--- src/design/pmic_cfg_pkg.sv ---
package pmic_cfg_pkg;

  // offsets are not multiples of four: index kept, byte address is 4 * index
  localparam logic [11:0] IDX_PAUSE_CFG = 12'h097;
  localparam logic [11:0] IDX_RELEASE_CFG = 12'h099;
  localparam logic [11:0] IDX_B2_ILIM = 12'h09A;
  localparam logic [11:0] IDX_B3_ILIM = 12'h09B;
  localparam logic [11:0] IDX_B1_ILIM = 12'h09C;
  localparam logic [11:0] IDX_B1_CFG = 12'h09E;
  localparam logic [11:0] IDX_B3_CFG = 12'h09F;
  localparam logic [11:0] IDX_B2_CFG = 12'h0A0;
  localparam logic [11:0] IDX_B1_VA = 12'h0A4;
  localparam logic [11:0] IDX_B3_VA = 12'h0A5;
  localparam logic [11:0] IDX_B2_VA = 12'h0A7;
  // registers of our own: pause slot index, sequencer status
  localparam logic [11:0] IDX_PAUSE_SLOT = 12'h0C0;
  localparam logic [11:0] IDX_STATUS = 12'h0C1;

  localparam logic [7:0] RST_PAUSE_CFG = 8'h00;
  localparam logic [7:0] RST_RELEASE_CFG = 8'h00;
  localparam logic [7:0] RST_ILIM = 8'h00;
  localparam logic [7:0] RST_BUCK_CFG = 8'h00;
  localparam logic [7:0] RST_VOLT_A = 8'h00;
  localparam logic [7:0] RST_PAUSE_SLOT = 8'h00;

  // field positions
  localparam int DIR_HI = 7;
  localparam int DIR_LO = 6;
  localparam int LIMIT_EN_BIT = 5;
  localparam int SRC_BIT = 4;
  localparam int HOLD_HI = 3;
  localparam int EVT_HI = 7;
  localparam int EVT_LO = 6;
  localparam int DELAY_HI = 5;
  localparam int MODE_HI = 7;
  localparam int MODE_LO = 6;
  localparam int DISCH_BIT = 5;
  localparam int SLEEP_BIT = 7;
  localparam int VCODE_HI = 6;

  localparam logic [1:0] DIR_UP = 2'h1;
  localparam logic [1:0] DIR_DOWN = 2'h2;

  typedef enum logic [1:0] {
    OPM_BY_SETTING = 2'b00,
    OPM_PFM = 2'b01,
    OPM_PWM = 2'b10,
    OPM_AUTO = 2'b11
  } opmode_t;

  typedef enum logic [1:0] {
    TRG_WAKE = 2'b00,
    TRG_SYS = 2'b01,
    TRG_PWR = 2'b10,
    TRG_RESET_EXIT = 2'b11
  } trig_t;

  // timing
  localparam int CLK_HZ = 100_000_000;
  localparam int BASE_TICK_NS = 1024;
  localparam int BASE_TICK_CYC = BASE_TICK_NS * (CLK_HZ / 1_000_000) / 1000;
  localparam int HOLD_BASE_US = 512;
  localparam int HOLD_BASE_CYC = HOLD_BASE_US * (CLK_HZ / 1_000_000);
  localparam int EXT_LIMIT_MS = 500;
  localparam int EXT_LIMIT_CYC = EXT_LIMIT_MS * (CLK_HZ / 1000);

  typedef struct packed {
    logic [1:0] opmode;
    logic discharge_off;
    logic sleep_a;
    logic [6:0] vcode;
    logic [3:0] ilim;
  } buck_ctl_t;

  typedef struct packed {
    logic pfm;
    logic pwm;
    logic pulldown_en;
    logic [6:0] vcode;
    logic [3:0] ilim;
    logic half_ilim;
  } buck_drive_t;

endpackage

--- src/design/buck_ctl_decode.sv ---
`timescale 1ns/1ps
module buck_ctl_decode
  import pmic_cfg_pkg::*;
(
  input wire buck_ctl_t ctl,
  input wire logic a_active,
  input wire logic sleep_b,
  input wire logic enabled,
  input wire logic halve,
  output buck_drive_t drive
);
  logic sel_sleep;

  always_comb begin
    sel_sleep = a_active ? ctl.sleep_a : sleep_b;
    drive.pfm = 1'b0;
    drive.pwm = 1'b0;
    case (opmode_t'(ctl.opmode))
      OPM_BY_SETTING: begin
        drive.pfm = sel_sleep;
        drive.pwm = ~sel_sleep;
      end
      OPM_PFM: drive.pfm = 1'b1;
      OPM_PWM: drive.pwm = 1'b1;
      OPM_AUTO: begin
        drive.pfm = 1'b1;
        drive.pwm = 1'b1;
      end
      default: drive.pwm = 1'b1;
    endcase
    drive.pulldown_en = ~enabled & ~ctl.discharge_off;
    drive.vcode = ctl.vcode;
    drive.ilim = ctl.ilim;
    drive.half_ilim = halve;
  end
endmodule

--- src/design/cycle_timer.sv ---
`timescale 1ns/1ps
module cycle_timer (
  input wire logic clk,
  input wire logic rst,
  input wire logic start,
  input wire logic [31:0] count,
  output logic busy,
  output logic done
);
  logic [31:0] cnt_r;

  always_ff @(posedge clk or posedge rst) begin
    if (rst) begin
      cnt_r <= 32'h0;
      busy <= 1'b0;
      done <= 1'b0;
    end else begin
      done <= 1'b0;
      if (start) begin
        cnt_r <= count;
        busy <= (count != 32'h0);
        done <= (count == 32'h0);
      end else if (busy) begin
        if (cnt_r <= 32'h1) begin
          busy <= 1'b0;
          done <= 1'b1;
        end
        cnt_r <= cnt_r - 32'h1;
      end
    end
  end
endmodule

--- src/design/pmic_seq_wait_buck_ctrl.sv ---
`timescale 1ns/1ps
module pmic_seq_wait_buck_ctrl
  import pmic_cfg_pkg::*;
#(
  parameter logic [7:0] PAUSE_CFG_INIT = RST_PAUSE_CFG,
  parameter logic [7:0] RELEASE_CFG_INIT = RST_RELEASE_CFG,
  parameter logic [7:0] ILIM_INIT = RST_ILIM,
  parameter logic [7:0] BUCK_CFG_INIT = RST_BUCK_CFG,
  parameter logic [7:0] VOLT_A_INIT = RST_VOLT_A,
  parameter logic [7:0] PAUSE_SLOT_INIT = RST_PAUSE_SLOT,
  parameter int HOLD_BASE_CYCLES = HOLD_BASE_CYC,
  parameter int EXT_LIMIT_CYCLES = EXT_LIMIT_CYC,
  parameter int RELEASE_TICK_CYCLES = BASE_TICK_CYC
) (
  input wire logic CORE_CLK,
  input wire logic RESET,
  input wire logic [13:0] S_AXI_AWADDR,
  input wire logic S_AXI_AWVALID,
  output logic S_AXI_AWREADY,
  input wire logic [31:0] S_AXI_WDATA,
  input wire logic [3:0] S_AXI_WSTRB,
  input wire logic S_AXI_WVALID,
  output logic S_AXI_WREADY,
  output logic [1:0] S_AXI_BRESP,
  output logic S_AXI_BVALID,
  input wire logic S_AXI_BREADY,
  input wire logic [13:0] S_AXI_ARADDR,
  input wire logic S_AXI_ARVALID,
  output logic S_AXI_ARREADY,
  output logic [31:0] S_AXI_RDATA,
  output logic [1:0] S_AXI_RRESP,
  output logic S_AXI_RVALID,
  input wire logic S_AXI_RREADY,
  input wire logic SEQ_AT_STEP,
  input wire logic [3:0] SEQ_STEP,
  input wire logic SEQ_DIR_DOWN,
  output logic SEQ_HOLD,
  input wire logic PAUSE_INPUT_PIN,
  input wire logic EXTERNAL_WAKE_EVENT,
  input wire logic SYSTEM_DOMAIN_RISE,
  input wire logic POWER_DOMAIN_RISE,
  input wire logic RESET_MODE_EXIT,
  output logic SYSTEM_RESET_OUT_N,
  input wire logic [2:0] BUCK_ENABLED,
  input wire logic B_SETTING_ACTIVE,
  input wire logic [2:0] BUCK_SLEEP_B,
  input wire logic FIRST_BUCK_HALF_CURRENT,
  output buck_drive_t FIRST_BUCK_DRIVE,
  output buck_drive_t SECOND_BUCK_DRIVE,
  output buck_drive_t THIRD_BUCK_DRIVE
);

  logic [7:0] pause_cfg_r, release_cfg_r, pause_slot_r;
  logic [7:0] ilim_r [3];
  logic [7:0] bcfg_r [3];
  logic [7:0] volt_r [3];

  // 1 = first, 2 = second, 3 = third buck; 0 = not a buck register
  function automatic logic [1:0] buck_of(input logic [11:0] idx);
    case (idx)
      IDX_B1_ILIM, IDX_B1_CFG, IDX_B1_VA: buck_of = 2'h1;
      IDX_B2_ILIM, IDX_B2_CFG, IDX_B2_VA: buck_of = 2'h2;
      IDX_B3_ILIM, IDX_B3_CFG, IDX_B3_VA: buck_of = 2'h3;
      default: buck_of = 2'h0;
    endcase
  endfunction

  // 0 = current limit, 1 = config, 2 = A voltage; inputs only, so usable in assigns
  function automatic logic [1:0] kind_of(input logic [11:0] idx);
    case (idx)
      IDX_B1_CFG, IDX_B2_CFG, IDX_B3_CFG: kind_of = 2'h1;
      IDX_B1_VA, IDX_B2_VA, IDX_B3_VA: kind_of = 2'h2;
      default: kind_of = 2'h0;
    endcase
  endfunction

  function automatic logic mapped(input logic [11:0] idx);
    mapped = (buck_of(idx) != 2'h0) || idx == IDX_PAUSE_CFG ||
             idx == IDX_RELEASE_CFG || idx == IDX_PAUSE_SLOT || idx == IDX_STATUS;
  endfunction

  // ---- write channel: address and data taken in either order
  logic aw_held_r, w_held_r;
  logic [11:0] aw_idx_r;
  logic [7:0] wdata_r;
  logic wstrb0_r;
  logic do_write;
  logic [1:0] wb, wk;
  logic wmap;

  assign S_AXI_AWREADY = ~aw_held_r & ~S_AXI_BVALID;
  assign S_AXI_WREADY = ~w_held_r & ~S_AXI_BVALID;
  assign do_write = aw_held_r & w_held_r & ~S_AXI_BVALID;
  assign wb = buck_of(aw_idx_r);
  assign wk = kind_of(aw_idx_r);
  assign wmap = mapped(aw_idx_r) && aw_idx_r != IDX_STATUS;

  always_ff @(posedge CORE_CLK or posedge RESET) begin
    if (RESET) begin
      aw_held_r <= 1'b0;
      w_held_r <= 1'b0;
      aw_idx_r <= 12'h000;
      wdata_r <= 8'h00;
      wstrb0_r <= 1'b0;
      S_AXI_BVALID <= 1'b0;
      S_AXI_BRESP <= 2'h0;
    end else begin
      if (S_AXI_AWVALID && S_AXI_AWREADY) begin
        aw_held_r <= 1'b1;
        aw_idx_r <= S_AXI_AWADDR[13:2];
      end
      if (S_AXI_WVALID && S_AXI_WREADY) begin
        w_held_r <= 1'b1;
        wdata_r <= S_AXI_WDATA[7:0];
        wstrb0_r <= S_AXI_WSTRB[0];
      end
      if (do_write) begin
        aw_held_r <= 1'b0;
        w_held_r <= 1'b0;
        S_AXI_BVALID <= 1'b1;
        S_AXI_BRESP <= wmap ? 2'h0 : 2'h2;
      end else if (S_AXI_BVALID && S_AXI_BREADY) begin
        S_AXI_BVALID <= 1'b0;
      end
    end
  end

  // ---- register store; reads give back what was written, except pause slot, which keeps only bits 3:0
  always_ff @(posedge CORE_CLK or posedge RESET) begin
    if (RESET) begin
      pause_cfg_r <= PAUSE_CFG_INIT;
      release_cfg_r <= RELEASE_CFG_INIT;
      pause_slot_r <= PAUSE_SLOT_INIT;
      for (int i = 0; i < 3; i++) begin
        ilim_r[i] <= ILIM_INIT;
        bcfg_r[i] <= BUCK_CFG_INIT;
        volt_r[i] <= VOLT_A_INIT;
      end
    end else if (do_write && wstrb0_r) begin
      if (aw_idx_r == IDX_PAUSE_CFG) pause_cfg_r <= wdata_r;
      if (aw_idx_r == IDX_RELEASE_CFG) release_cfg_r <= wdata_r;
      if (aw_idx_r == IDX_PAUSE_SLOT) pause_slot_r <= {4'h0, wdata_r[3:0]};
      if (wb != 2'h0) begin
        case (wk)
          2'h0: ilim_r[wb - 2'h1] <= wdata_r;
          2'h1: bcfg_r[wb - 2'h1] <= wdata_r;
          default: volt_r[wb - 2'h1] <= wdata_r;
        endcase
      end
    end
  end

  // ---- read channel
  logic [7:0] status;
  logic [1:0] rb, rk;
  logic [11:0] ridx;
  logic [7:0] rval;

  assign ridx = S_AXI_ARADDR[13:2];
  assign rb = buck_of(ridx);
  assign rk = kind_of(ridx);
  assign S_AXI_ARREADY = ~S_AXI_RVALID;

  always_comb begin
    rval = 8'h00;
    if (ridx == IDX_PAUSE_CFG) rval = pause_cfg_r;
    else if (ridx == IDX_RELEASE_CFG) rval = release_cfg_r;
    else if (ridx == IDX_PAUSE_SLOT) rval = pause_slot_r;
    else if (ridx == IDX_STATUS) rval = status;
    else if (rb != 2'h0) begin
      case (rk)
        2'h0: rval = ilim_r[rb - 2'h1];
        2'h1: rval = bcfg_r[rb - 2'h1];
        default: rval = volt_r[rb - 2'h1];
      endcase
    end
  end

  always_ff @(posedge CORE_CLK or posedge RESET) begin
    if (RESET) begin
      S_AXI_RVALID <= 1'b0;
      S_AXI_RDATA <= 32'h0;
      S_AXI_RRESP <= 2'h0;
    end else if (S_AXI_ARVALID && S_AXI_ARREADY) begin
      S_AXI_RVALID <= 1'b1;
      S_AXI_RDATA <= {24'h0, rval};
      S_AXI_RRESP <= mapped(ridx) ? 2'h0 : 2'h2;
    end else if (S_AXI_RVALID && S_AXI_RREADY) begin
      S_AXI_RVALID <= 1'b0;
    end
  end

  // ---- pin synchronisers
  logic [4:0] pin_s1_r, pin_s2_r;
  always_ff @(posedge CORE_CLK or posedge RESET) begin
    if (RESET) begin
      pin_s1_r <= 5'h00;
      pin_s2_r <= 5'h00;
    end else begin
      pin_s1_r <= {RESET_MODE_EXIT, POWER_DOMAIN_RISE, SYSTEM_DOMAIN_RISE,
                   EXTERNAL_WAKE_EVENT, PAUSE_INPUT_PIN};
      pin_s2_r <= pin_s1_r;
    end
  end

  // ---- sequencer pause
  typedef enum logic [1:0] {
    P_IDLE = 2'b00,
    P_PIN = 2'b01,
    P_TIMED = 2'b10,
    P_DONE = 2'b11
  } pause_st_t;
  pause_st_t pst_r;
  logic want_wait, hold_done, hold_start, lim_done;
  logic [3:0] hold_code;
  logic [31:0] hold_cyc;

  assign hold_code = pause_cfg_r[HOLD_HI:0];
  assign want_wait = SEQ_AT_STEP && SEQ_STEP == pause_slot_r[3:0] &&
    (SEQ_DIR_DOWN ? pause_cfg_r[DIR_LO + 1] : pause_cfg_r[DIR_LO]);
  // 512 us doubling per code; the printed figures are rounded and within 10 %
  assign hold_cyc = 32'(HOLD_BASE_CYCLES) << (hold_code - 4'h1);
  assign hold_start = pst_r == P_IDLE && want_wait && pause_cfg_r[SRC_BIT] &&
                      hold_code != 4'h0;

  always_ff @(posedge CORE_CLK or posedge RESET) begin
    if (RESET) begin
      pst_r <= P_IDLE;
    end else begin
      case (pst_r)
        P_IDLE: if (want_wait) begin
          if (!pause_cfg_r[SRC_BIT]) pst_r <= P_PIN;
          else if (hold_code != 4'h0) pst_r <= P_TIMED;
          else pst_r <= P_DONE;
        end
        P_PIN: if (pin_s2_r[0] || (pause_cfg_r[LIMIT_EN_BIT] && lim_done))
          pst_r <= P_DONE;
        P_TIMED: if (hold_done) pst_r <= P_DONE;
        P_DONE: if (!SEQ_AT_STEP) pst_r <= P_IDLE;
        default: pst_r <= P_IDLE;
      endcase
    end
  end

  // hold also covers the idle cycle so the sequencer never slips past the step
  assign SEQ_HOLD = (pst_r == P_PIN) || (pst_r == P_TIMED) ||
                    (pst_r == P_IDLE && want_wait &&
                     !(pause_cfg_r[SRC_BIT] && hold_code == 4'h0));

  cycle_timer u_hold (
    .clk(CORE_CLK), .rst(RESET), .start(hold_start), .count(hold_cyc),
    .busy(), .done(hold_done)
  );
  cycle_timer u_limit (
    .clk(CORE_CLK), .rst(RESET),
    .start(pst_r == P_IDLE && want_wait && !pause_cfg_r[SRC_BIT]),
    .count(32'(EXT_LIMIT_CYCLES)), .busy(), .done(lim_done)
  );

  // ---- reset release
  logic [4:0] trig_d_r;
  logic trig_sel, trig_pulse, rel_busy, rel_done;
  logic [5:0] dly;
  logic [31:0] rel_cyc;

  always_ff @(posedge CORE_CLK or posedge RESET) begin
    if (RESET) trig_d_r <= 5'h00;
    else trig_d_r <= pin_s2_r;
  end

  always_comb begin
    case (trig_t'(release_cfg_r[EVT_HI:EVT_LO]))
      TRG_WAKE: trig_sel = pin_s2_r[1] & ~trig_d_r[1];
      TRG_SYS: trig_sel = pin_s2_r[2] & ~trig_d_r[2];
      TRG_PWR: trig_sel = pin_s2_r[3] & ~trig_d_r[3];
      TRG_RESET_EXIT: trig_sel = pin_s2_r[4] & ~trig_d_r[4];
      default: trig_sel = 1'b0;
    endcase
  end
  assign trig_pulse = trig_sel;
  assign dly = release_cfg_r[DELAY_HI:0];
  assign rel_cyc = (dly < 6'd32) ?
    32'(RELEASE_TICK_CYCLES) * 32'(dly) :
    32'(RELEASE_TICK_CYCLES) * 32'd32 * 32'(dly - 6'd31);

  cycle_timer u_release (
    .clk(CORE_CLK), .rst(RESET), .start(trig_pulse), .count(rel_cyc),
    .busy(rel_busy), .done(rel_done)
  );

  always_ff @(posedge CORE_CLK or posedge RESET) begin
    if (RESET) SYSTEM_RESET_OUT_N <= 1'b0;
    else if (rel_done) SYSTEM_RESET_OUT_N <= 1'b1;
  end

  assign status = {4'h0, SYSTEM_RESET_OUT_N, rel_busy, pst_r};

  // ---- buck drives
  buck_ctl_t c1, c2, c3;
  assign c1 = '{bcfg_r[0][MODE_HI:MODE_LO], bcfg_r[0][DISCH_BIT], volt_r[0][SLEEP_BIT],
                volt_r[0][VCODE_HI:0], ilim_r[0][3:0]};
  assign c2 = '{bcfg_r[1][MODE_HI:MODE_LO], bcfg_r[1][DISCH_BIT], volt_r[1][SLEEP_BIT],
                volt_r[1][VCODE_HI:0], ilim_r[1][3:0]};
  assign c3 = '{bcfg_r[2][MODE_HI:MODE_LO], bcfg_r[2][DISCH_BIT], volt_r[2][SLEEP_BIT],
                volt_r[2][VCODE_HI:0], ilim_r[2][3:0]};

  buck_ctl_decode u_b1 (
    .ctl(c1), .a_active(~B_SETTING_ACTIVE), .sleep_b(BUCK_SLEEP_B[0]),
    .enabled(BUCK_ENABLED[0]), .halve(FIRST_BUCK_HALF_CURRENT), .drive(FIRST_BUCK_DRIVE)
  );
  buck_ctl_decode u_b2 (
    .ctl(c2), .a_active(~B_SETTING_ACTIVE), .sleep_b(BUCK_SLEEP_B[1]),
    .enabled(BUCK_ENABLED[1]), .halve(1'b0), .drive(SECOND_BUCK_DRIVE)
  );
  buck_ctl_decode u_b3 (
    .ctl(c3), .a_active(~B_SETTING_ACTIVE), .sleep_b(BUCK_SLEEP_B[2]),
    .enabled(BUCK_ENABLED[2]), .halve(1'b0), .drive(THIRD_BUCK_DRIVE)
  );

endmodule

--- config.mk ---
export PLATFORM = sky130hd
export DESIGN_NAME = pmic_seq_wait_buck_ctrl
export DESIGN_NICKNAME = d
export VERILOG_FILES = /design/src/design/pmic_cfg_pkg.sv /design/src/design/buck_ctl_decode.sv /design/src/design/cycle_timer.sv /design/src/design/pmic_seq_wait_buck_ctrl.sv
export SDC_FILE = /design/constraint.sdc
export NUM_CORES = 1
export LEC_CHECK = 0
export BUFFER_PORTS_ARGS = -buffer_cell sky130_fd_sc_hd__buf_4
export CORE_MARGIN = 2
export CORE_UTILIZATION = 56
export DETAILED_ROUTE_END_ITERATION = 8
export PLACE_DENSITY = 0.77
export SYNTH_ARGS = -nofsm -noshare
export SYNTH_HDL_FRONTEND = slang
export SYNTH_HIERARCHICAL = 1
export SYNTH_SLANG_ARGS = --single-unit
--- constraint.sdc ---
create_clock -name CORE_CLK -period 10.2 [get_ports CORE_CLK]
set_input_delay 0 -clock CORE_CLK [delete_from_list [all_inputs] [get_ports CORE_CLK]]
set_output_delay 0 -clock CORE_CLK [all_outputs]
set_load 0.03 [all_outputs]
Word-level counts from Yosys, hierarchy flattened
Cells that the tools add are included.
{"block": "op_classes", "add_sub_neg": 7, "mul": 2, "div": 0, "magnitude_cmp": 7, "n_eq_ne": 49, "shift": 1, "mux": 78, "n_bitwise": 31, "reduce_logical": 77}
{"operator": "$eq 12x8->1 const B", "count": 26}
{"operator": "$mux 32", "count": 7}
{"operator": "$le 32x1->1 const B", "count": 3}
{"operator": "$mux 8", "count": 12}
{"operator": "$sub 32x1->32 const B", "count": 3}
{"operator": "$bwmux 24", "count": 3}
{"operator": "$logic_not 32->1", "count": 2}
{"operator": "$reduce_bool 32->1", "count": 2}
{"operator": "$bmux 8 s2", "count": 3}
{"operator": "$mul 6x32->26 const A", "count": 1}
{"operator": "$shl 16x4->32 const A", "count": 1}
{"operator": "$mux 1", "count": 31}
{"operator": "$reduce_or 3->1", "count": 10}
{"operator": "$eq 2x2->1 const B", "count": 10}
{"operator": "$reduce_bool 2->1", "count": 10}
{"operator": "$not 1->1", "count": 18}
{"operator": "$logic_and 1x1->1", "count": 17}
{"operator": "$demux 8 s2", "count": 1}
{"operator": "$mux 2", "count": 8}
{"operator": "$pmux 8 s2", "count": 1}
{"operator": "$eq 2x1->1 const B", "count": 7}
{"operator": "$logic_not 2->1", "count": 7}
{"operator": "$reduce_or 2->1", "count": 7}
{"operator": "$mul 6x6->12 const A", "count": 1}
{"operator": "24 further kinds", "count": 61}
{"block": "word_totals", "regBits": 249, "latchBits": 0, "mem_bits_rw": 0, "rom_bits": 0, "word_cells": 288, "n_memories": 0}

Logic depth before layout (Yosys ltp)
Gate-level depths: netlist of the first run.
{"block": "logic_depth", "depth_word": 14, "ltp_mapped": 20}

Hierarchy
The synthesis of the first run kept the hierarchy.
{"module": "pmic_seq_wait_buck_ctrl", "instances": 1, "cells_each": 863, "area_per_inst_um2": 8967.4, "seq_area_each_um2": 3603.5}
{"module": "cycle_timer", "instances": 3, "cells_each": 216, "area_per_inst_um2": 1990.7, "seq_area_each_um2": 850.8}
{"module": "buck_ctl_decode", "instances": 3, "cells_each": 17, "area_per_inst_um2": 125.1, "seq_area_each_um2": 0.0}

Worst setup path before layout of the first run
Ideal clock, no wire load.
{"block": "synth_timing", "path_kind": "reg-to-reg", "start": "register release_cfg_r[5]", "end": "register u_release.busy", "arrival_ns": 4.701, "t_required_ns": 10.064, "setup_slack_ns": 5.363, "stages_incl_launch_ff": 20, "cell_sequence": "dfrtp_1 -> inv_1 -> clkbuf_1 -> ha_1 -> a31oi_1 -> ha_1 -> fa_1 -> inv_1 -> fa_1 -> inv_1 -> ha_1 -> a2111oi_0 -> o21bai_1 -> a31oi_1 -> xor2_1 -> nor2_1 -> nor4_1 -> nand4_1 -> nor4_1 -> nor3_1"}
{"block": "synth_between", "elab_chain_cells": 5, "elab_cells_between_ends": 7, "classes_between": "add/sub (1); mul (2); order compare (1); mux (2); reduce/logical (1)"}
{"item": "start: declaration", "line_no": "pmic_seq_wait_buck_ctrl.sv:53", "text": "logic [7:0] pause_cfg_r, release_cfg_r, pause_slot_r;"}
{"item": "start signal: assignment", "line_no": "pmic_seq_wait_buck_ctrl.sv:141", "text": "if (aw_idx_r == IDX_RELEASE_CFG) release_cfg_r <= wdata_r;"}
{"item": "$sub 6x5->7", "line_no": "pmic_seq_wait_buck_ctrl.sv:284", "text": "32'(RELEASE_TICK_CYCLES) * 32'd32 * 32'(dly - 6'd31);"}
{"item": "$mul 6x32->26", "line_no": "pmic_seq_wait_buck_ctrl.sv:284"}
{"item": "$mux 32 (*)", "line_no": "pmic_seq_wait_buck_ctrl.sv:282", "text": "assign rel_cyc = (dly < 6'd32) ?"}
{"item": "net rel_cyc[18]", "line_no": "pmic_seq_wait_buck_ctrl.sv:264", "text": "logic [31:0] rel_cyc;"}
{"item": "$reduce_bool 32->1 (*)", "line_no": "cycle_timer.sv:21", "text": "busy <= (count != 32'h0);"}
{"item": "$mux 1 (*)", "line_no": "cycle_timer.sv:19", "text": "if (start) begin"}
{"item": "end signal: assignment", "line_no": "cycle_timer.sv:21"}
{"item": "end: declaration", "line_no": "cycle_timer.sv:7", "text": "output logic busy,"}
Mark *: on every way through the listed nets, which the timed path passes. The rest lies on a longest branch.
A chain may end at the register's enable or synchronous reset.

Worst setup path after layout of the first run
Same ends and word-level chain as after synthesis.

==> run_results.csv, run 1 <==
group,metric,value,unit
floorplan,initial_core_util,57.0,%
run,maxCapViolCount,0,
route,avgRoutedWirePerCell,17.1,um
synth,synth_top_area_cell,"dfrtp_1",
grt,grt_pass1_vias,11900,
synth,synthesis.area,15300,um2
power_and_ir_drop,pwr-share-seq,44.0,%
sta,setup_viol_count_final,0,
grt,grt_max_degree,76,
sta,max_freq,165,MHz
setup_path,cpPeakStageDelay,0.80,ns
clock_network,root_buffer,"clkbuf_16",
clock_network,clk_latency,0.57,ns
synth,synth_cells,1562,
power_and_ir_drop,clockPowerShare,35.6,%
placed_design,place.gp.congestion,0.902,
finish,multi_input_area,8640,um2
sta,final_max_slew_viol_count,0,
grt,grtUsageTotal,25.6,%
setup_path,crit_fanout,24,
route,wl,36.0,mm
sta,holdWs,0.0000132,ns
sta,period_needed,6.07,ns
clock_network,cts_buffers,28,
setup_path,slowest_stage,"dfrtp_1",
finish,nets,1911,
synth,synth_edf_count,0,
status,status,"complete, no violations",
setup_path,crit_arrival,6.50,ns
placed_design,pre_cts_ws,3.97,ns
sta,fin_worst_skew,0.0346,ns
synth,syn-mean-instance-area,9.80,um2
power_and_ir_drop,switching_share,32.7,%
placed_design,placed_area,16400,um2
power_and_ir_drop,p_leak,7.86,nW
sta,fin_tns_setup,0,ns
synth,yosysUniqueCellTypes,77,
synth,yosys-top-cells-area,"dfrtp_1 (40%), mux2_2 (7.3%), ha_1 (5.1%)",
sta,worst_pin_slew,1.11,ns
synth,synth_sequential_area_ratio,40.2,%
floorplan,die_area,28700,um2
route,drc,0,
route,vias_per_cell,5.56,
floorplan,core,26900,um2
sta,setup_slack,4.13,ns
setup_path,start_kind,"flip-flop",
floorplan,pin_count,178,
route,drtAntennaViolNets,0,
power_and_ir_drop,power_switching,0.944,mW
synth,synth_most_common_cell,"dfrtp_1",
grt,antenna_found_initial,0,
finish,nFillCells,2084,
power_and_ir_drop,ir_worst_vdd,0.178,mV
synth,ys_seq_elements,246,
setup_path,critical_path_class,"flip-flop to flip-flop",
grt,grt_pass1_wl,59.6,mm
setup_path,worstPathCellList,"inv_1, ha_1, a31oi_1, ha_1, fa_1, inv_1, fa_1, inv_1, ha_1, a2111oi_0, o21bai_1, a31oi_1, xor2_1, nor2_1, nor4_1, nand4_1, nor4_1, nor3_1",
route,firstDrtPassIters,5,
sta,relSlewSlack,25.9,%
finish,drive_gt1_share,19.5,%
sta,period_share,59.5,%
setup_path,required,10.62,ns
synth,ys_warn_count,6,
finish,area_growth,15.6,%
grt,grt-ovfl-total,0,
finish,final_cell_area,17700,um2
clock_network,clk_path_buf_depth,3,
setup_path,cp-end-kind,"flip-flop",
floorplan,die_y,169,um
placed_design,hpwlAfterDp,25.1,mm
power_and_ir_drop,power_density,163,nW/um2
min_path,holdCritPathClass,"input port to output pin",
placed_design,portBuffers,116,
power_and_ir_drop,combPwrFrac,20.4,%
synth,async_flop_share,100,%
finish,seqCellArea,6160,um2
floorplan,core.rowCount,60,
synth,synth_commonest_cells,"dfrtp_1 (246), nand2_1 (185), mux2_2 (99), nor2_1 (84), o21ai_1 (69)",
route,num_vias,11700,
sta,hold_viol_final,0,
synth,synth_ff_type,"dfrtp_1",
clock_network,path_clk_slew,0.06,ns
synth,netlist.area_leader.share,40.2,%
clock_network,cts_htree_levels,1,
clock_network,cts_tree,"built",
power_and_ir_drop,intPower,1.95,mW
clock_network,post_cts_buffers,0,
floorplan,die_w,169,um
sta,rsz0062_at_grt,"false",
clock_network,clkSinkCount,246,
route,drtIter0Drc,829,
finish,diodes,0,
## per-layer routing
| metal | global-route usage (%) | share of wire [%] | up-vias |
|---|---|---|---|
| met5 | 0 | 0 | - |
| met4 | 9.44 | 3.3 | 0 |
| met3 | 4.20 | 5.9 | 82 |
| met2 | 43.5 | 49 | 352 |
| met1 | 33.1 | 42 | 5643 |
| li1 | - | - | 5643 |
## final timing paths
| path | start | to | slack [ns] | depth (start not counted) |
|---|---|---|---|---|
| min in group asynchronous | RESET | pause_slot_r[0] | 0.13 | 3 |
| setup / recovery | release_cfg_r[5] | u_release/busy | 4.13 | 18 |
| max in group asynchronous | RESET | aw_idx_r[5] | 8.64 | 4 |
| setup reg to reg | release_cfg_r[5] | u_release/busy | 4.13 | 18 |
| hold reg to reg | pin_s1_r[0] | pin_s2_r[0] | 0.35 | 0 |
| hold / removal | FIRST_BUCK_HALF_CURRENT | FIRST_BUCK_DRIVE[0] | 0.00001 | 0 |
## sequential cells by signal, summed over array words and instances (netlist names), 2 cells and up
signal and flops:
S_AXI_RDATA 8, aw_idx_r 12, bcfg_r 24, c1 12, c2 12, c3 12
ilim_r 12, pause_cfg_r 8, pause_slot_r 4, pin_s1_r 5, pin_s2_r 5, pst_r 2
release_cfg_r 8, trig_d_r 4, u_hold/cnt_r 32, u_limit/cnt_r 32, u_release/cnt_r 32, wdata_r 8
## cell families (layout without fill, tap and decap cells)
logic type                 after synthesis  count (layout)  synth area share [%]
DFF                                    246             246                  40.2
muxes                                  128             128                  9.67
and+or+nand+nor                        524             524                  19.1
AOI/OAI and AO/OA                      260             260                  10.3
adders and majority gates               76              76                  6.85
buffers and inverters                  203             276                  6.81
other                                    2             134                0.0490
xor gates and xnor gates               123             123                  7.03
## cell usage in the layout (no fill, tap or decap), types with 9 or more instances in the layout
cell type,Yosys,routed
mux2i_1,10,10
nand4_1,14,14
buf_4,63,126
dlygate4sd3_1,0,34
conb_1,2,134
inv_1,64,63
fa_1,13,13
and3_1,21,21
a31oi_1,19,19
dfrtp_1,246,246
ha_1,63,63
or2_2,9,9
xnor2_1,64,64
nor2b_1,11,11
a21oi_1,37,36
nor4_1,32,32
xor2_1,59,59
nor3_1,33,33
nor4_2,10,10
nand3_1,36,36
o21ai_0,61,61
o21ai_1,69,69
mux2_4,11,11
or4_1,14,14
a21o_1,13,13
mux2_2,99,99
nor2_1,84,82
nand2_1,185,185
clkbuf_16,0,28
## power by group through the flow
stage / clock network, mW / registers [mW] / logic [mW]
3_3_place_gp: 0 / 1.27 / 0.558
5_1_grt: 1.09 / 1.29 / 0.655
3_5_place_dp: 0 / 1.29 / 0.574
6_report: 1.03 / 1.27 / 0.590
2_1_floorplan: 0 / 1.20 / 0.488
4_1_cts: 1.05 / 1.27 / 0.592
## through the flow
step / utilization [%] / total power [mW] / instances
3_5_place_dp: 61.1 / 1.86 / 2022
5_1_grt: 65.9 / 3.03 / 2108
4_1_cts: 65.9 / 2.91 / 2108
3_3_place_gp: 61.1 / 1.83 / 2022
2_1_floorplan: - / 1.69 / 1694
6_report: 65.9 / 2.89 / 2108
## final cells by class
class	count	share of cell area, %
multi-input cells	1245	48.8
well taps	341	2.41
inverters	64	1.38
repair buffers	160	7.26
clock inverters	18	1.14
clock buffers	34	4.25
flip-flops and latches	246	34.8
## repair_timing
| item | in CTS | in global routing |
|---|---|---|
| hold buffers | 34 | 0 |
| endpoints found under the hold margin | 204 | 0 |
| gates resized for setup | 0 | 0 |
## worst max-delay path: cells and delay by family, from the launching register on
kind	cells	cell delay [ns]
fa+ha+maj	5	2.01
compound gates	4	1.39
simple gates	5	1.04
flops	1	0.80
buf+inv	3	0.49
xor+xnor	1	0.18
Power figures use the tool's default switching activity.
==> run 2, diff against run 1 <==
Clock period 10.2 ns to 6.1 ns, I/O delays scaled along.
==> run_results.csv, run 2 (synthesized netlist as in run 1, its figures left out) <==
group,metric,value,unit
status,status,"complete, no violations",
finish,nets,1910,
sta,final_max_slew_viol_count,0,
clock_network,post_cts_buffers,0,
clock_network,cts_buffers,27,
setup_path,slowest_stage,"fa_1",
setup_path,crit_arrival,5.76,ns
route,avgRoutedWirePerCell,17.2,um
placed_design,dpl.cell_count,2023,
setup_path,required,6.52,ns
floorplan,core,26900,um2
sta,setup_viol_count_final,0,
grt,grt_pass1_wl,60.0,mm
clock_network,clk_latency,0.55,ns
setup_path,start_kind,"flip-flop",
min_path,holdCritPathClass,"input port to output pin",
finish,nFillCells,2140,
grt,grt-ovfl-total,0,
floorplan,initial_core_util,57.0,%
clock_network,path_clk_slew,0.06,ns
sta,rsz0062_at_grt,"false",
route,drc,0,
sta,max_freq,187,MHz
setup_path,critPathBufInv,2,
finish,stdcell_count,2103,
power_and_ir_drop,p_leak,7.83,nW
grt,grt_pass1_vias,11800,
clock_network,clk_path_buf_depth,3,
power_and_ir_drop,ir_worst_vdd,0.233,mV
sta,hold_viol_final,0,
setup_path,cp-end-kind,"flip-flop",
route,wl,36.1,mm
setup_path,crit_fanout,9,
finish,final_cell_mix,"dfrtp_1 (246), nand2_1 (185), conb_1 (134)",
route,num_vias,11600,
route,vias_per_cell,5.53,
sta,fin_worst_skew,0.0280,ns
sta,relSlewSlack,21.1,%
clock_network,cts_hold_buf,33,
setup_path,worstPathCellList,"ha_1, a31oi_1, ha_1, fa_1, inv_1, fa_1, inv_1, ha_1, a2111oi_0, o21bai_1, a31oi_1, xor2_1, nor2_1, nor4_1, nand4_1, nor4_1, nor3_1",
setup_path,crit_family,"adder cells",
sta,period_share,87.5,%
placed_design,hpwlAfterDp,25.5,mm
clock_network,cts-resized-gates,0,
floorplan,pin_count,178,
placed_design,portBuffers,116,
clock_network,cts_htree_levels,1,
run,maxCapViolCount,0,
setup_path,cpMostUsedCell,"ha_1",
setup_path,critical_path_class,"flip-flop to flip-flop",
finish,final_common_cell,"dfrtp_1",
floorplan,core.rowCount,60,
route,drtIter0Drc,767,
route,firstDrtPassIters,5,
clock_network,clkSinkCount,246,
clock_network,root_buffer,"clkbuf_16",
finish,area_growth,15.1,%
grt,antenna_found_initial,0,
placed_design,place.gp.congestion,0.881,
power_and_ir_drop,power.total,4.75,mW
route,drtAntennaViolNets,0,
sta,fin_tns_setup,0,ns
sta,worst_pin_slew,1.17,ns
setup_path,cpPeakStageDelay,0.55,ns
floorplan,die_area,28700,um2
floorplan,die_y,169,um
clock_network,cts_tree,"built",
grt,grtUsageTotal,25.7,%
grt,grt_max_degree,88,
floorplan,die_w,169,um
power_and_ir_drop,power_density,269,nW/um2
finish,drive_gt1_share,19.1,%
finish,diodes,0,
sta,period_needed,5.34,ns
finish,reg_top3,"u_hold/cnt_r x32, u_limit/cnt_r x32, u_release/cnt_r x32",
==> run 2: layer usage <==
| metal | vias up | global-route usage [%] | wire length, um |
|---|---|---|---|
| met2 | 295 | 44.3 | 17800 |
| li1 | 5633 | - | - |
| met3 | 62 | 3.29 | 1640 |
| met5 | - | 0 | 0 |
| met1 | 5632 | 33.9 | 15700 |
| met4 | 0 | 7.84 | 962 |
==> run 2: worst reg2reg max path: cells and delay by family, from the launching register on <==
family	cells	cell delay, ns
fa+ha+maj	5	2.02
compound gates	4	1.46
simple gates	5	0.91
flops	1	0.52
xor+xnor	1	0.18
buf+inv	2	0.11
==> run 2: path summary, 6_finish.rpt <==
path | cells after the start | slack, ns | start | to
min | 0 | 0.00001 | FIRST_BUCK_HALF_CURRENT | FIRST_BUCK_DRIVE[0]
max in group asynchronous | 4 | 4.64 | RESET | S_AXI_BRESP[1]
min in group asynchronous | 4 | 0.18 | RESET | u_release/cnt_r[4]
max reg2reg | 17 | 0.76 | release_cfg_r[0] | u_release/busy
min reg2reg | 0 | 0.35 | pin_s1_r[0] | pin_s2_r[0]
max | 17 | 0.76 | release_cfg_r[0] | u_release/busy
==> run 2: power breakdown <==
part	switching (mW)	internal, mW	total [mW]
Clock	0.658	0.969	1.63
Combinational	0.560	0.425	0.985
Sequential	0.323	1.81	2.14
Total	1.54	3.21	4.75
==> run 2: cell type report <==
cell class                 instances  area [um2]  share of cell area (%)
clock buffer                      40         785                    4.45
clock inverter                     7        95.1                   0.539
inverter                          64         245                    1.39
multi-input combinational       1245        8640                    49.0
sequential                       246        6160                    34.9
tap                              341         427                    2.42
timing repair buffer             160        1280                    7.28
==> run 2: stage by stage <==
step                      area [um2]  util, %  hold slack (ns)  setup WS (ns)
final                          17600     65.6        0.0000132          0.763
after global placement         16400     61.1         0.000354          0.918
after global routing           17600     65.6        0.0000641          0.396
after floorplan                15800        -           0.0314           1.26
after detailed placement       16400     61.1         0.000354          0.740
after CTS                      17600     65.6         0.000354          0.708
==> run 3, diff against run 2 <==
Settings changed: BUFFER_PORTS_ARGS -buffer_cell sky130_fd_sc_hd__buf_4 to unset, DONT_BUFFER_PORTS set to 1, PLACE_DENSITY 0.77 to 0.71.
==> run_results.csv, run 3 (synthesized netlist as in run 1, its figures left out) <==
group,metric,value,unit
status,status,"complete, no violations",
floorplan,initial_core_util,57.0,%
sta,relSlewSlack,19.4,%
route,firstDrtPassIters,5,
placed_design,placed_area,15600,um2
route,vias_per_cell,5.66,
route,num_vias,11300,
min_path,min_path_cells,0,
route,dr_wl_met2,17.3,mm
setup_path,critical_path_class,"flip-flop to flip-flop",
sta,hold_viol_final,0,
route,met3WireLength,2.15,mm
clock_network,clk_latency,0.58,ns
route,drc,0,
route,wl_met1,15.1,mm
sta,fin_tns_setup,0,ns
setup_path,reg2reg_depth,18,
floorplan,die_area,28700,um2
power_and_ir_drop,power_switching,1.55,mW
min_path,min_from,"FIRST_BUCK_HALF_CURRENT",
route,drtAntennaViolNets,0,
power_and_ir_drop,switching_share,32.4,%
finish,final_common_cell,"dfrtp_1",
finish,postLayoutCoreUtil,63.0,%
finish,final_cell_area,16900,um2
finish,drive_gt1_share,13.6,%
placed_design,dpl.cell_count,1909,
grt,grtUsageTotal,25.3,%
setup_path,start_kind,"flip-flop",
setup_path,r2r_end,"u_release/busy",
route,avgRoutedWirePerCell,17.8,um
setup_path,required,6.50,ns
floorplan,die_w,169,um
grt,antenna_found_initial,0,
min_path,min_to,"FIRST_BUCK_DRIVE[0]",
clock_network,cts-resized-gates,0,
clock_network,cts_htree_levels,1,
grt,grt-ovfl-total,0,
grt,grt_pass1_wl,58.5,mm
clock_network,root_buffer,"clkbuf_16",
sta,worst_pin_slew,1.20,ns
run,maxCapViolCount,0,
power_and_ir_drop,combPwrFrac,18.0,%
power_and_ir_drop,intPower,3.24,mW
finish,area_growth,10.6,%
power_and_ir_drop,p_leak,7.34,nW
grt,grt_max_degree,82,
sta,rsz0062_at_grt,"false",
sta,period_share,91.6,%
power_and_ir_drop,power.total,4.79,mW
floorplan,pin_count,178,
min_path,holdCritPathClass,"input port to output pin",
setup_path,crit_fanout,6,
power_and_ir_drop,clockPowerShare,36.7,%
sta,fin_worst_skew,0.0392,ns
setup_path,cp-end-kind,"flip-flop",
power_and_ir_drop,ir_worst_vdd,0.374,mV
sta,setup_viol_count_final,0,
setup_path,reg2reg_from,"release_cfg_r[1]",
placed_design,place.gp.congestion,0.858,
sta,period_needed,5.59,ns
clock_network,path_clk_slew,0.06,ns
floorplan,core.rowCount,60,
route,maxUsedRoutingLayer,"met4",
power_and_ir_drop,power_density,283,nW/um2
clock_network,cts_hold_buf,42,
placed_design,portBuffers,0,
setup_path,crit_arrival,5.99,ns
finish,stdcell_count,1999,
floorplan,die_y,169,um
clock_network,clk_path_buf_depth,3,
finish,nets,1806,
power_and_ir_drop,pwr-share-seq,45.3,%
finish,final_cell_mix,"dfrtp_1 (246), nand2_1 (185), conb_1 (134)",
sta,final_max_slew_viol_count,0,
route,drtIter0Drc,759,
sta,max_freq,179,MHz
clock_network,cts_buffers,28,
floorplan,core,26900,um2
placed_design,hpwlAfterDp,24.8,mm
grt,grt_pass1_vias,11300,
clock_network,cts_tree,"built",
clock_network,clkSinkCount,246,
route,wl,35.7,mm
clock_network,post_cts_buffers,0,
setup_path,r2r_slack,0.51,ns
finish,reg_top3,"u_hold/cnt_r x32, u_limit/cnt_r x32, u_release/cnt_r x32",
finish,diodes,0,
run 3: power by group through the flow:
stage,clock network (mW),registers (mW),logic [mW]
2_1_floorplan,0,2.00,0.815
3_3_place_gp,0,2.18,0.797
3_5_place_dp,0,2.19,0.827
4_1_cts,1.79,2.16,0.858
5_1_grt,1.85,2.20,0.959
6_report,1.76,2.17,0.860
run 3: how the worst max path moves through the flow:
stage	start	cells after the start	slack (ns)	end
2_1_floorplan	release_cfg_r[5]	19	1.26	u_release/busy
3_3_place_gp	release_cfg_r[1]	18	0.83	u_release/busy
3_5_place_dp	release_cfg_r[1]	18	0.56	u_release/busy
4_1_cts	release_cfg_r[1]	18	0.52	u_release/busy
5_1_grt	release_cfg_r[1]	18	0.07	u_release/busy
6_report	release_cfg_r[1]	18	0.51	u_release/busy
run 3: final cells by class:
cell class / count / area, um2
Clock buffer: 37 / 774
Clock inverter: 11 / 186
Fill cell: 2210 / 9930
Inverter: 64 / 245
Multi-Input combinational cell: 1245 / 8640
Sequential cell: 246 / 6160
Tap cell: 341 / 427
Timing Repair Buffer: 55 / 518
run 3: worst max-delay path, cell delays in order, from the launching register on:
cell	delay (ns)
dfrtp_1	0.45
ha_1	0.30
nand3_1	0.14
xnor2_1	0.36
ha_1	0.33
fa_1	0.54
inv_1	0.05
fa_1	0.50
inv_1	0.04
ha_1	0.34
a2111oi_0	0.51
o21bai_1	0.19
a31oi_1	0.39
xor2_1	0.18
nor2_1	0.07
nor4_1	0.25
nand4_1	0.12
nor4_1	0.53
nor3_1	0.13
run 3: metal layers:
metal  vias up  global-route usage, %
met5         -                      0
met4         0                   8.36
met3        75                   4.94
met2       300                   42.9
met1      5498                   32.6
li1       5449                      -
run 3: through the flow:
| step | setup WS (ns) | hold WS, ns |
|---|---|---|
| after floorplan | 1.26 | 0.0314 |
| after global placement | 0.831 | 0.000354 |
| after detailed placement | 0.558 | 0.000354 |
| after CTS | 0.518 | 0.000354 |
| after global routing | 0.0687 | 0.0000715 |
| final | 0.512 | 0.0000132 |
